## src/lpwc_pkg.sv

```systemverilog
package lpwc_pkg;

  // ------------------------------------------------------------
  // Register map (byte offsets on the plain register port)
  // ------------------------------------------------------------
  localparam logic [3:0] LPWC_OFS_MODE   = 4'h0;
  localparam logic [3:0] LPWC_OFS_STATUS = 4'h1;
  localparam logic [3:0] LPWC_OFS_WAKE_A = 4'h2;
  localparam logic [3:0] LPWC_OFS_WAKE_X = 4'h3;
  localparam logic [3:0] LPWC_OFS_WAKE_F = 4'h4;
  localparam logic [3:0] LPWC_OFS_PWR    = 4'h5;

  // Mode register fields
  localparam int LPWC_MODE_IDLE_SEL   = 0;
  localparam int LPWC_MODE_SYSCLK_ON  = 1;
  localparam int LPWC_MODE_FAST_WAKE  = 2;
  localparam int LPWC_MODE_CLK_LOW    = 3;
  localparam int LPWC_MODE_HI_XTAL    = 4;
  localparam int LPWC_MODE_SUB_XTAL   = 5;

  // Power register fields
  localparam int LPWC_PWR_WDT_EN      = 0;
  localparam int LPWC_PWR_LVD_EN      = 1;

  // Status register fields
  localparam int LPWC_ST_PDF          = 0;
  localparam int LPWC_ST_TO           = 1;
  localparam int LPWC_ST_HI_STABLE    = 2;
  localparam int LPWC_ST_LO_STABLE    = 3;

  // Reset values
  localparam logic [7:0] LPWC_MODE_RST = 8'h00;
  localparam logic [7:0] LPWC_WAKE_RST = 8'h00;
  localparam logic [7:0] LPWC_PWR_RST  = 8'h01;

  // Start-up stabilise counts, in oscillator cycles
  localparam logic [10:0] LPWC_SST_HI_CYCLES = 11'h400;
  localparam logic [10:0] LPWC_SST_LO_CYCLES = 11'h400;

  // Pin and interrupt widths
  localparam int LPWC_PORT_W = 8;
  localparam int LPWC_PINS_W = 3 * LPWC_PORT_W;
  localparam int LPWC_IRQ_W  = 8;

  typedef enum logic [2:0] {
    LPWC_RUN,
    LPWC_IDLE_SYSCLK_OFF,
    LPWC_IDLE_SYSCLK_ON,
    LPWC_DEEP_SLEEP,
    LPWC_LIGHT_SLEEP,
    LPWC_WAKE_WAIT
  } lpwc_state_type;

  typedef enum logic [1:0] {
    LPWC_CAUSE_PIN,
    LPWC_CAUSE_IRQ,
    LPWC_CAUSE_WDT
  } lpwc_cause_type;

endpackage : lpwc_pkg

```

## src/lpwc_sst_if.sv

```systemverilog
`timescale 1ns/100ps
interface lpwc_sst_if;
  logic start;
  logic need_lo;
  logic hi_done;
  logic lo_done;

  modport ctrl (output start, output need_lo,
                input hi_done, input lo_done);
  modport cnt  (input start, input need_lo,
                output hi_done, output lo_done);
endinterface : lpwc_sst_if

```

## src/lpwc_startup_counter.sv

```systemverilog
`timescale 1ns/100ps
module lpwc_startup_counter
  import lpwc_pkg::*;
(
  input  wire logic clk_i,
  input  wire logic reset_i,
  lpwc_sst_if.cnt   sst
);

  typedef enum logic [1:0] {
    LPWC_SST_IDLE,
    LPWC_SST_HI,
    LPWC_SST_LO
  } lpwc_sst_type;

  lpwc_sst_type state_r;
  logic [10:0]  count_r;
  logic         hi_done_r;
  logic         lo_done_r;
  logic         last;

  assign last        = (count_r == 11'h001);
  assign sst.hi_done = hi_done_r;
  assign sst.lo_done = lo_done_r;

  // ------------------------------------------------------------
  // One counter, high crystal first, low crystal afterwards
  // ------------------------------------------------------------
  always_ff @(posedge clk_i) begin
    if (reset_i) begin
      state_r   <= LPWC_SST_IDLE;
      count_r   <= 11'h000;
      hi_done_r <= 1'b1;
      lo_done_r <= 1'b1;
    end else begin
      unique case (state_r)
        LPWC_SST_IDLE: begin
          if (sst.start) begin
            state_r   <= LPWC_SST_HI;
            count_r   <= LPWC_SST_HI_CYCLES;
            hi_done_r <= 1'b0;
            lo_done_r <= !sst.need_lo;
          end
        end
        LPWC_SST_HI: begin
          count_r <= count_r - 11'h001;
          if (last) begin
            hi_done_r <= 1'b1;
            // Low crystal waits its turn on the shared counter
            if (!lo_done_r) begin
              state_r <= LPWC_SST_LO;
              count_r <= LPWC_SST_LO_CYCLES;
            end else begin
              state_r <= LPWC_SST_IDLE;
            end
          end
        end
        LPWC_SST_LO: begin
          count_r <= count_r - 11'h001;
          if (last) begin
            lo_done_r <= 1'b1;
            state_r   <= LPWC_SST_IDLE;
          end
        end
      endcase
    end
  end

endmodule : lpwc_startup_counter

```

## src/lpwc_ctrl.sv

```systemverilog
`timescale 1ns/100ps
module lpwc_ctrl
  import lpwc_pkg::*;
(
  input  wire logic                   clk_i,
  input  wire logic                   reset_i,
  input  wire logic [3:0]             addr_i,
  input  wire logic [7:0]             wr_data_i,
  input  wire logic                   wr_stb_i,
  input  wire logic                   rd_stb_i,
  output logic      [7:0]             rd_data_o,
  input  wire logic                   halt_i,
  input  wire logic                   clr_wdt_i,
  input  wire logic                   ext_reset_i,
  input  wire logic                   wdt_overflow_i,
  input  wire logic [LPWC_PINS_W-1:0] pin_in_i,
  input  wire logic [LPWC_PINS_W-1:0] pin_out_i,
  output logic      [LPWC_PINS_W-1:0] pin_out_o,
  input  wire logic [LPWC_IRQ_W-1:0]  irq_flag_i,
  input  wire logic [LPWC_IRQ_W-1:0]  irq_en_i,
  input  wire logic                   stack_full_i,
  output logic                        cpu_hold_o,
  output logic                        sysclk_en_o,
  output logic                        tbc_en_o,
  output logic                        sub_en_o,
  output logic                        wdt_run_o,
  output logic                        wdt_clear_o,
  output logic                        full_reset_o,
  output logic                        wdt_reset_o,
  output logic                        pc_sp_reset_o,
  output logic                        irq_take_o,
  output logic                        resume_o,
  output logic                        run_on_sub_o,
  output logic                        sysclk_low_o,
  output logic                        periph_clk_low_o
);

  localparam int EV_W = LPWC_PINS_W + LPWC_IRQ_W;

  // ------------------------------------------------------------
  // Registers and state
  // ------------------------------------------------------------
  lpwc_state_type             state_r, state_nxt;
  lpwc_cause_type             cause_r;
  lpwc_sst_if                 sst ();
  logic [7:0]                 mode_r;
  logic [7:0]                 pwr_r;
  logic [LPWC_PINS_W-1:0]     wake_en_r;
  logic                       pdf_r;
  logic                       to_r;
  logic [7:0]                 rd_data_r;
  logic [EV_W-1:0]            sync1_r;
  logic [EV_W-1:0]            sync2_r;
  logic [EV_W-1:0]            prev_r;
  logic [LPWC_IRQ_W-1:0]      irq_armed_r;
  logic [LPWC_IRQ_W-1:0]      irq_hit_r;
  logic [LPWC_PINS_W-1:0]     pin_hold_r;
  logic                       sst_start_r;
  logic                       need_lo_r;
  logic                       fast_r;
  logic                       wdt_clear_r;
  logic                       full_reset_r;
  logic                       wdt_reset_r;
  logic                       pc_sp_reset_r;
  logic                       irq_take_r;
  logic                       resume_r;

  // ------------------------------------------------------------
  // Decode
  // ------------------------------------------------------------
  logic                   wr_mode, wr_pwr;
  logic [2:0]             wr_wake;
  logic                   low_power, wdt_en, lvd_en;
  logic [LPWC_PINS_W-1:0] pin_fall;
  logic [LPWC_IRQ_W-1:0]  irq_rise;
  logic                   pin_wake, irq_wake, wdt_wake, any_wake;
  logic                   need_sst, halt_take, hi_ok;

  assign wr_mode = wr_stb_i && (addr_i == LPWC_OFS_MODE);
  assign wr_pwr  = wr_stb_i && (addr_i == LPWC_OFS_PWR);
  assign wr_wake[0] = wr_stb_i && (addr_i == LPWC_OFS_WAKE_A);
  assign wr_wake[1] = wr_stb_i && (addr_i == LPWC_OFS_WAKE_X);
  assign wr_wake[2] = wr_stb_i && (addr_i == LPWC_OFS_WAKE_F);

  assign wdt_en    = pwr_r[LPWC_PWR_WDT_EN];
  assign lvd_en    = pwr_r[LPWC_PWR_LVD_EN];
  assign low_power = (state_r != LPWC_RUN) && (state_r != LPWC_WAKE_WAIT);
  assign halt_take = halt_i && (state_r == LPWC_RUN);
  assign hi_ok     = sst.hi_done && !sst_start_r;

  // Edges are taken from the second stage and its delayed copy prev_r
  assign pin_fall = prev_r[LPWC_PINS_W-1:0]
                    & ~sync2_r[LPWC_PINS_W-1:0];
  assign irq_rise = sync2_r[EV_W-1:LPWC_PINS_W] & irq_armed_r;

  // A flag high at entry is not armed, so it cannot wake
  assign irq_wake = |irq_rise;
  assign pin_wake = |(pin_fall & wake_en_r);
  assign wdt_wake = wdt_overflow_i;
  assign any_wake = low_power &&
                    (pin_wake || irq_wake || wdt_wake);

  // Deep sleep always counts; light sleep and clock-off idle only on a cold high crystal
  assign need_sst = (state_r == LPWC_DEEP_SLEEP) ||
                    (((state_r == LPWC_LIGHT_SLEEP) ||
                      (state_r == LPWC_IDLE_SYSCLK_OFF)) &&
                     mode_r[LPWC_MODE_HI_XTAL]);

  // ------------------------------------------------------------
  // Halt dispatch and wake sequencing
  // ------------------------------------------------------------
  always_comb begin
    state_nxt = state_r;
    unique case (state_r)
      LPWC_RUN: begin
        if (halt_i) begin
          if (mode_r[LPWC_MODE_IDLE_SEL]) begin
            state_nxt = mode_r[LPWC_MODE_SYSCLK_ON]
                        ? LPWC_IDLE_SYSCLK_ON
                        : LPWC_IDLE_SYSCLK_OFF;
          end else if (wdt_en || lvd_en) begin
            state_nxt = LPWC_LIGHT_SLEEP;
          end else begin
            state_nxt = LPWC_DEEP_SLEEP;
          end
        end
      end
      LPWC_IDLE_SYSCLK_OFF, LPWC_IDLE_SYSCLK_ON,
      LPWC_DEEP_SLEEP, LPWC_LIGHT_SLEEP: begin
        if (any_wake) begin
          state_nxt = (need_sst && !wdt_wake) ? LPWC_WAKE_WAIT : LPWC_RUN;
        end
      end
      LPWC_WAKE_WAIT: begin
        // First instruction waits for the stable high oscillator unless fast wake runs on the sub clock
        if (hi_ok || fast_r) begin
          state_nxt = LPWC_RUN;
        end
      end
    endcase
    if (ext_reset_i) begin
      state_nxt = LPWC_RUN;
    end
  end

  always_ff @(posedge clk_i) begin
    if (reset_i) begin
      state_r <= LPWC_RUN;
    end else begin
      state_r <= state_nxt;
    end
  end

  // Wake cause, start-up request and fast wake marker
  always_ff @(posedge clk_i) begin
    if (reset_i) begin
      cause_r     <= LPWC_CAUSE_PIN;
      irq_hit_r   <= '0;
      sst_start_r <= 1'b0;
      need_lo_r   <= 1'b0;
      fast_r      <= 1'b0;
    end else begin
      sst_start_r <= 1'b0;
      if (any_wake) begin
        cause_r   <= wdt_wake ? LPWC_CAUSE_WDT :
                     irq_wake ? LPWC_CAUSE_IRQ : LPWC_CAUSE_PIN;
        irq_hit_r   <= irq_rise;
        sst_start_r <= need_sst && !wdt_wake;
        need_lo_r   <= (state_r == LPWC_DEEP_SLEEP)
                       && mode_r[LPWC_MODE_SUB_XTAL];
        // Light sleep fast wake runs from the sub clock meanwhile
        fast_r      <= (state_r == LPWC_LIGHT_SLEEP)
                       && mode_r[LPWC_MODE_HI_XTAL]
                       && mode_r[LPWC_MODE_FAST_WAKE];
      end else if (hi_ok) begin
        fast_r <= 1'b0;
      end
    end
  end

  assign sst.start   = sst_start_r;
  assign sst.need_lo = need_lo_r;

  lpwc_startup_counter u_sst (
    .clk_i   (clk_i),
    .reset_i (reset_i),
    .sst     (sst.cnt)
  );

  // ------------------------------------------------------------
  // Wake event synchroniser and interrupt arming
  // ------------------------------------------------------------
  always_ff @(posedge clk_i) begin
    if (reset_i) begin
      sync1_r <= '1;
      sync2_r <= '1;
      prev_r  <= '1;
    end else begin
      sync1_r <= {irq_flag_i, pin_in_i};
      sync2_r <= sync1_r;
      prev_r  <= sync2_r;
    end
  end

  // Arm only the interrupts whose flag is low when the halt lands
  always_ff @(posedge clk_i) begin
    if (reset_i) begin
      irq_armed_r <= '0;
    end else if (halt_take) begin
      irq_armed_r <= ~sync2_r[EV_W-1:LPWC_PINS_W];
    end else if (!low_power) begin
      irq_armed_r <= '0;
    end
  end

  // ------------------------------------------------------------
  // Software registers; halt leaves all but the status flags untouched
  // ------------------------------------------------------------
  always_ff @(posedge clk_i) begin
    if (reset_i) begin
      mode_r    <= LPWC_MODE_RST;
      pwr_r     <= LPWC_PWR_RST;
    end else begin
      if (wr_mode) begin
        mode_r <= wr_data_i;
      end
      if (wr_pwr) begin
        pwr_r <= wr_data_i;
      end
    end
  end

  genvar g;
  generate
    for (g = 0; g < 3; g++) begin : g_wake
      always_ff @(posedge clk_i) begin
        if (reset_i) begin
          wake_en_r[g*LPWC_PORT_W +: LPWC_PORT_W] <= LPWC_WAKE_RST;
        end else if (wr_wake[g]) begin
          wake_en_r[g*LPWC_PORT_W +: LPWC_PORT_W] <= wr_data_i;
        end
      end
    end
  endgenerate

  // Status flags; a set in the same cycle as a clear wins
  always_ff @(posedge clk_i) begin
    if (reset_i) begin
      pdf_r <= 1'b0;
      to_r  <= 1'b0;
    end else begin
      if (halt_take) begin
        pdf_r <= 1'b1;
      end else if (clr_wdt_i) begin
        pdf_r <= 1'b0;
      end
      if (wdt_overflow_i) begin
        to_r <= 1'b1;
      end else if (halt_take) begin
        to_r <= 1'b0;
      end
    end
  end

  // ------------------------------------------------------------
  // Read port, data stands one cycle after the strobe
  // ------------------------------------------------------------
  logic [7:0] rd_mux;

  always_comb begin
    unique case (addr_i)
      LPWC_OFS_MODE:   rd_mux = mode_r;
      LPWC_OFS_STATUS: rd_mux = {4'h0, sst.lo_done, hi_ok, to_r, pdf_r};
      LPWC_OFS_WAKE_A: rd_mux = wake_en_r[7:0];
      LPWC_OFS_WAKE_X: rd_mux = wake_en_r[15:8];
      LPWC_OFS_WAKE_F: rd_mux = wake_en_r[23:16];
      LPWC_OFS_PWR:    rd_mux = pwr_r;
      default:         rd_mux = 8'h00;
    endcase
  end

  always_ff @(posedge clk_i) begin
    if (reset_i) begin
      rd_data_r <= 8'h00;
    end else begin
      rd_data_r <= rd_stb_i ? rd_mux : 8'h00;
    end
  end

  assign rd_data_o = rd_data_r;

  // ------------------------------------------------------------
  // Pin hold and wake result pulses
  // ------------------------------------------------------------
  always_ff @(posedge clk_i) begin
    if (reset_i) begin
      pin_hold_r <= '0;
    end else if (state_r == LPWC_RUN && !halt_i) begin
      pin_hold_r <= pin_out_i;
    end
  end

  logic finish;
  assign finish = (state_r != LPWC_RUN) && (state_nxt == LPWC_RUN)
                  && !ext_reset_i;

  always_ff @(posedge clk_i) begin
    if (reset_i) begin
      wdt_clear_r   <= 1'b0;
      full_reset_r  <= 1'b0;
      wdt_reset_r   <= 1'b0;
      pc_sp_reset_r <= 1'b0;
      irq_take_r    <= 1'b0;
      resume_r      <= 1'b0;
    end else begin
      wdt_clear_r   <= halt_take || clr_wdt_i;
      full_reset_r  <= ext_reset_i;
      // Awake, an overflow is a full watchdog reset
      wdt_reset_r   <= wdt_overflow_i && !low_power;
      pc_sp_reset_r <= finish && (cause_r == LPWC_CAUSE_WDT
                       || wdt_wake);
      irq_take_r    <= finish && !wdt_wake
                       && (any_wake ? irq_wake : cause_r == LPWC_CAUSE_IRQ)
                       && |((any_wake ? irq_rise : irq_hit_r) & irq_en_i)
                       && !stack_full_i;
      resume_r      <= finish && !wdt_wake
                       && !(cause_r == LPWC_CAUSE_WDT && !any_wake)
                       && !((any_wake ? irq_wake
                             : cause_r == LPWC_CAUSE_IRQ)
                            && |((any_wake ? irq_rise : irq_hit_r)
                                 & irq_en_i)
                            && !stack_full_i);
    end
  end

  // ------------------------------------------------------------
  // Clock enables and outputs
  // ------------------------------------------------------------
  assign cpu_hold_o    = (state_r != LPWC_RUN) || halt_i;
  assign sysclk_en_o   = (state_r == LPWC_RUN)
                         || (state_r == LPWC_IDLE_SYSCLK_ON)
                         || (state_r == LPWC_WAKE_WAIT && hi_ok);
  assign tbc_en_o      = (state_r == LPWC_RUN) || (state_r == LPWC_WAKE_WAIT)
                         || (state_r == LPWC_IDLE_SYSCLK_OFF)
                         || (state_r == LPWC_IDLE_SYSCLK_ON);
  // Sub clock feeds the watchdog, so it runs with its enable and also for LVD, fast wake and idle
  assign sub_en_o      = wdt_en || lvd_en || fast_r
                         || (state_r == LPWC_IDLE_SYSCLK_OFF)
                         || (state_r == LPWC_IDLE_SYSCLK_ON);
  assign wdt_run_o     = wdt_en && (state_r != LPWC_DEEP_SLEEP);
  assign wdt_clear_o   = wdt_clear_r;
  assign full_reset_o  = full_reset_r;
  assign wdt_reset_o   = wdt_reset_r;
  assign pc_sp_reset_o = pc_sp_reset_r;
  assign irq_take_o    = irq_take_r;
  assign resume_o      = resume_r;
  assign run_on_sub_o  = fast_r;
  assign sysclk_low_o  = mode_r[LPWC_MODE_CLK_LOW] || fast_r;
  assign periph_clk_low_o = sysclk_low_o;
  // Outside run the pins show the held copy, registers untouched
  assign pin_out_o     = pin_hold_r;

endmodule : lpwc_ctrl

```

## config.mk

```make
export PLATFORM = sky130hd
export DESIGN_NAME = lpwc_ctrl
export DESIGN_NICKNAME = d
export VERILOG_FILES = /design/src/lpwc_pkg.sv /design/src/lpwc_sst_if.sv /design/src/lpwc_startup_counter.sv /design/src/lpwc_ctrl.sv
export SDC_FILE = /design/constraint.sdc
export NUM_CORES = 1
export LEC_CHECK = 0
export ABC_AREA = 1
export BUFFER_PORTS_ARGS = -buffer_cell sky130_fd_sc_hd__buf_4
export CELL_PAD_IN_SITES_DETAIL_PLACEMENT = 1
export CELL_PAD_IN_SITES_GLOBAL_PLACEMENT = 1
export CORE_UTILIZATION = 44
export CTS_CLUSTER_SIZE = 30
export DETAILED_ROUTE_END_ITERATION = 10
export PLACE_DENSITY = 0.86
export SYNTH_ARGS = -nofsm -noshare
export SYNTH_HDL_FRONTEND = slang
export SYNTH_SLANG_ARGS = --single-unit
```

## constraint.sdc

```tcl
create_clock -name clk_i -period 2.85 [get_ports clk_i]
set_input_delay 0.855 -clock clk_i [delete_from_list [all_inputs] [get_ports clk_i]]
set_output_delay 0.855 -clock clk_i [all_outputs]
set_load 0.005 [all_outputs]
```

==> impl_metrics.yaml, run 1 <==
cells_and_area:
  final_common_cell: "dfxtp_1"
  final_cells: 1325
  drive_gt1_share_pct: 26.09
  syn_to_final_growth_pct: 24.11
  final_cell_mix: "dfxtp_1 (207), buf_4 (141), nor2_1 (131)"
  num-nets-final: 1176
  antenna_cells: 0
yosys:
  synthesis.area_mm2: 0.007764
  synth-async-reset-ratio_pct: 0
  syn_inst: 956
  synth_area_leaders: "dfxtp_1 (53%), nor2_1 (6.3%), or2_2 (6.1%)"
  synth-seq-area-share_pct: 53.38
  synth_seq_cells: 207
  synthDistinctLibCells: 40
  synth_edf_count: 0
  ys.flop_type: "dfxtp_1"
  syn_avg_cell_area_um2: 8.121
  ys_warn_count: 0
  synth_top_area_share_pct: 53.38
  synth_top_area_cell: "dfxtp_1"
  synth_nets: 1046
floorplan:
  die_area_mm2: 0.01818
  std_cell_rows: 48
  die_w_um: 134.8
  core_mm2: 0.01724
  floorplan.initialDensity_pct: 45.04
  io_pins: 131
  die_h_um: 134.8
power:
  fin_total_pwr_w: 0.006829
  pwr_density_cell_mw_per_mm2: 708.8
  power_frac_comb_pct: 13.8
  p_clk_share_pct: 40.1
  seqPwrFrac_pct: 46.1
  p_sw_w: 0.001787
  swShare_pct: 26.17
  p_int_w: 0.005042
  power.leakage_nw: 4.178
  max-vdd-ir-drop_v: 0.0006162
routing:
  drtIter0Drc: 256
  routed_wl_mm: 22.05
  via_per_inst: 5.063
  wl_per_cell_um: 16.64
  antenna_left: 0
  drtPass1Iterations: 4
  drc_errors: 0
  num_vias: 6708
flow_run:
  maxCapViolations: 0
min_path:
  holdPathEnd: "sync2_r[22]"
  holdPathStages: 1
  holdCritStartpoint: "sync1_r[22]"
  hold_class: "flop to flop"
sta:
  rsz0062_at_grt: "no"
  setup_violations: 0
  finalCritPeriodShare_pct: 87.22
  fin_setup_tns_ns: 0
  worst_pin_slew_ns: 0.7743
  skew_ns: 0.01828
  fin_crit_ns: 2.486
  maxSlewViolCount: 0
  fmax_mhz: 402.3
  hold_viol: 0
  slew_headroom_pct: 48.23
critical_path:
  r2r-start: "sync2_r[5]"
  cp-start-kind: "primary input"
  crit_arrival_ns: 1.63
  crit_required_ns: 2.00
  max_stage_delay_ns: 0.16
  critical-path-slowest-cell: "buf_4"
  critPathBufInv: 5
  r2r_end: "resume_o"
  crit_fanout: 2
  crit_top_cell: "buf_4"
  ff2ff_setup_slack_ns: 0.73
  crit_type: "primary input to primary output"
  path_cells: "buf_4, nor2_1, inv_1, nor2_1, buf_4, inv_2, buf_4"
  cp_num_cells: 7
  crit_path_end_kind: "primary output"
  rr_worst_depth: 16
  cpLargestDelayFamily: "buffers and inverters"
place:
  finalWeightedCongestion: 0.8219
  post-dp-hpwl_mm: 15.33
  port_buffers: 130
  dp.cells: 1287
clock_network:
  insertion_delay_ns: 0.51
  htree_num_levels: 1
  cts.hold.buffers_added: 0
  cts.sinks: 207
  cts_tree: "done"
  cts_setup_buffers: 0
  cts-root-buf: "clkbuf_16"
  cts_resized: 0
  path_clk_slew_ns: 0.06
  cts_buffers: 22
  cts_buffer_depth: 3
global_routing:
  antenna_found_initial: 0
  grt_pass1_vias: 6973
  grt_pass1_wl_mm: 35.31
  grt_max_degree: 44
  gr-usage-all-layers_pct: 24.66
  overflow: 0
run_status:
  status: "finished, final reports clean"
-- registers in the layout, indices dropped and copies added (netlist names), 2 cells and up --
name	count
sync1_r	32
pwr_r	8
state_r	3
u_sst.count_r	11
pin_out_o	24
prev_r	24
wake_en_r	24
sync2_r	32
cause_r	2
irq_armed_r	8
rd_data_o	8
irq_hit_r	8
u_sst.state_r	2
mode_r	8
-- worst max path at each step --
stage / startpoint / to / slack, ns
after floorplan: halt_i / cpu_hold_o / 0.45
after global placement: halt_i / cpu_hold_o / 0.38
after detailed placement: halt_i / cpu_hold_o / 0.36
after CTS: halt_i / cpu_hold_o / 0.34
after global routing: state_r[1] / wdt_run_o / 0.28
final: halt_i / cpu_hold_o / 0.36
-- synthesized netlist by cell type, types with 3 or more instances --
cell,count
dfxtp_1,207
nor2_1,131
nand2_1,114
inv_1,101
o21ai_0,77
or2_2,76
a21oi_1,63
nand3_1,51
clkbuf_1,31
o22ai_1,17
nor3_1,16
nand2_2,10
nand3_2,9
nand4_1,6
ha_1,5
inv_2,5
nor2_2,5
a221oi_1,3
-- cell families after synthesis --
logic type | synth area share [%]
compound gates | 11.62
xor+xnor | 0.4513
fa+ha+maj | 0.8058
buf+inv | 7.397
flops | 53.38
simple gates | 26.35
-- power groups by stage --
stage          clock (W)  sequential [W]  combinational (W)
4_1_cts          0.00279         0.00315           0.000944
3_5_place_dp           0         0.00320           0.000924
3_3_place_gp           0         0.00320           0.000889
2_1_floorplan          0         0.00318           0.000581
5_1_grt          0.00292         0.00316            0.00105
6_report         0.00274         0.00315           0.000941
-- metal layers --
metal  share of wire, %  up-vias  track usage [%]
met5                  0        -                0
met4                2.9        0            8.489
met3                4.5       43            3.791
met2                 51      149            44.79
met1                 42     3211            29.42
li1                   -     3305                -
-- metrics by stage --
stage / setup slack (ns) / util, % / hold slack (ns) / area, µm²
6_report: 0.3641 / 55.90 / 0.4069 / 9635
5_1_grt: 0.2767 / 55.90 / 0.4240 / 9635
4_1_cts: 0.3383 / 55.90 / 0.4080 / 9635
3_5_place_dp: 0.3639 / 51.84 / 0.3949 / 8935
3_3_place_gp: 0.3844 / 51.84 / 0.3920 / 8935
2_1_floorplan: 0.4515 / - / 0.3895 / 7764
-- area by class of cell --
class,count,area [µm²]
Fill cell,2084,7601
Clock inverter,5,38.79
Timing Repair Buffer,141,1059
Sequential cell,207,4144
Inverter,108,405.4
Tap cell,225,281.5
Clock buffer,33,661.9
Multi-Input combinational cell,606,3045
Power figures use the tool's default switching activity.
==> inputs of run 2 (changes only) <==
Clock period 2.85 ns to 2.95 ns, I/O delays scaled along.
==> run 2 against run 1 <==
Sequential power fell by 3%. Combinational power is 4.5% lower. Routed wire length is 0.11% lower. Core utilization up 0.65 points. Clock skew grew 0.0045 ns. Via count up 2.5%. Worst setup slack got worse by 0.090 ns. First-iteration DRC count rose by 36%. Largest cell class unchanged. Non-clock buffer count down 3. Clock power grew 12%. Die area unchanged. Final cell count about the same.
==> impl_metrics.yaml, run 2 (synthesized netlist as in run 1, its figures left out) <==
run_status:
  status: "finished, final reports clean"
routing:
  antenna_left: 0
  routed_wl_mm: 22.03
  via_per_inst: 5.195
  num_vias: 6878
  drtIter0Drc: 347
  wl_per_cell_um: 16.64
  drc_errors: 0
  drtPass1Iterations: 5
floorplan:
  std_cell_rows: 48
  die_w_um: 134.8
  die_area_mm2: 0.01818
  floorplan.initialDensity_pct: 45.04
  die_h_um: 134.8
  core_mm2: 0.01724
  io_pins: 131
critical_path:
  r2r_end: "resume_o"
  ff2ff_setup_slack_ns: 0.86
  r2r-start: "sync2_r[7]"
  crit_path_end_kind: "primary output"
  crit_type: "primary input to primary output"
  crit_arrival_ns: 1.79
  crit_fanout: 2
  crit_required_ns: 2.07
  rr_worst_depth: 16
  crit_start: "halt_i"
  cp-start-kind: "primary input"
sta:
  fin_crit_ns: 2.676
  setup_violations: 0
  slew_headroom_pct: 50.35
  rsz0062_at_grt: "no"
  maxSlewViolCount: 0
  worst_pin_slew_ns: 0.7425
  fmax_mhz: 373.6
  skew_ns: 0.02280
  hold_viol: 0
  finalCritPeriodShare_pct: 90.72
  fin_setup_tns_ns: 0
place:
  dp.cells: 1284
  finalWeightedCongestion: 0.8455
  post-dp-hpwl_mm: 15.19
  port_buffers: 130
clock_network:
  cts_buffers: 22
  cts-root-buf: "clkbuf_16"
  cts_resized: 0
  cts.sinks: 207
  insertion_delay_ns: 0.52
  cts_setup_buffers: 0
  cts_buffer_depth: 3
  path_clk_slew_ns: 0.06
  cts_tree: "done"
  htree_num_levels: 1
  cts.hold.buffers_added: 0
min_path:
  hold_class: "flop to flop"
  holdPathEnd: "sync2_r[30]"
  holdPathStages: 1
  holdCritStartpoint: "sync1_r[30]"
global_routing:
  antenna_found_initial: 0
  grt_pass1_wl_mm: 34.92
  grt_max_degree: 103
  overflow: 0
  grt_pass1_vias: 7063
  gr-usage-all-layers_pct: 24.24
power:
  pwr_density_cell_mw_per_mm2: 719.4
  max-vdd-ir-drop_v: 0.0003635
  power.leakage_nw: 4.222
  fin_total_pwr_w: 0.007012
cells_and_area:
  syn_to_final_growth_pct: 25.56
  fill_cells: 2116
  drive_gt1_share_pct: 26.21
  antenna_cells: 0
  final_cell_mix: "dfxtp_1 (207), buf_4 (137), nor2_1 (131)"
  final_cells: 1324
  reg.largest.list: "sync1_r: 32 flops, sync2_r: 32 flops"
  num-nets-final: 1173
  final_common_cell: "dfxtp_1"
flow_run:
  maxCapViolations: 0
run 2: cell type report:
class	instances	area, µm²	share of cell area (%)
clock inverters	11	196.4	2.015
well taps	225	281.5	2.888
multi-input cells	606	3045	31.24
clock buffers	29	626.9	6.430
inverters	108	405.4	4.159
repair buffers	138	1049	10.76
flip-flops and latches	207	4144	42.51
run 2: worst max path at each step:
stage / cells past startpoint / endpoint / slack, ns
global placement: 6 / cpu_hold_o / 0.27
global route: 6 / cpu_hold_o / 0.22
CTS: 6 / cpu_hold_o / 0.28
floorplan: 5 / cpu_hold_o / 0.49
finish: 6 / cpu_hold_o / 0.27
detailed placement: 6 / cpu_hold_o / 0.28
run 2: critical path: stages:
cell	delay [ns]
buf_4	0.12
nor2_1	0.17
inv_1	0.06
nor2_1	0.35
inv_2	0.07
buf_4	0.14
run 2: where the power goes:
part | switching (W) | internal (W) | total (W) | leakage (nW)
Clock | 0.00114 | 0.00194 | 0.00307 | 0.399
Sequential | 0.0000827 | 0.00296 | 0.00304 | 1.70
Combinational | 0.000534 | 0.000365 | 0.000899 | 2.12
run 2: through the flow:
stage | instance area (µm²) | setup WS (ns) | hold WS [ns] | util, %
2_1_floorplan | 7764 | 0.4915 | 0.3895 | -
3_3_place_gp | 8925 | 0.2717 | 0.3920 | 51.78
3_5_place_dp | 8925 | 0.2831 | 0.3966 | 51.78
4_1_cts | 9748 | 0.2798 | 0.4129 | 56.55
5_1_grt | 9748 | 0.2242 | 0.4168 | 56.55
6_report | 9748 | 0.2737 | 0.4085 | 56.55
run 2: metal layers:
layer	wire (µm)	track usage [%]	vias up
li1	-	-	3320
met1	9084	28.58	3341
met2	11410	44.13	159
met3	850	3.491	58
met4	684	9.426	0
met5	0	0	-
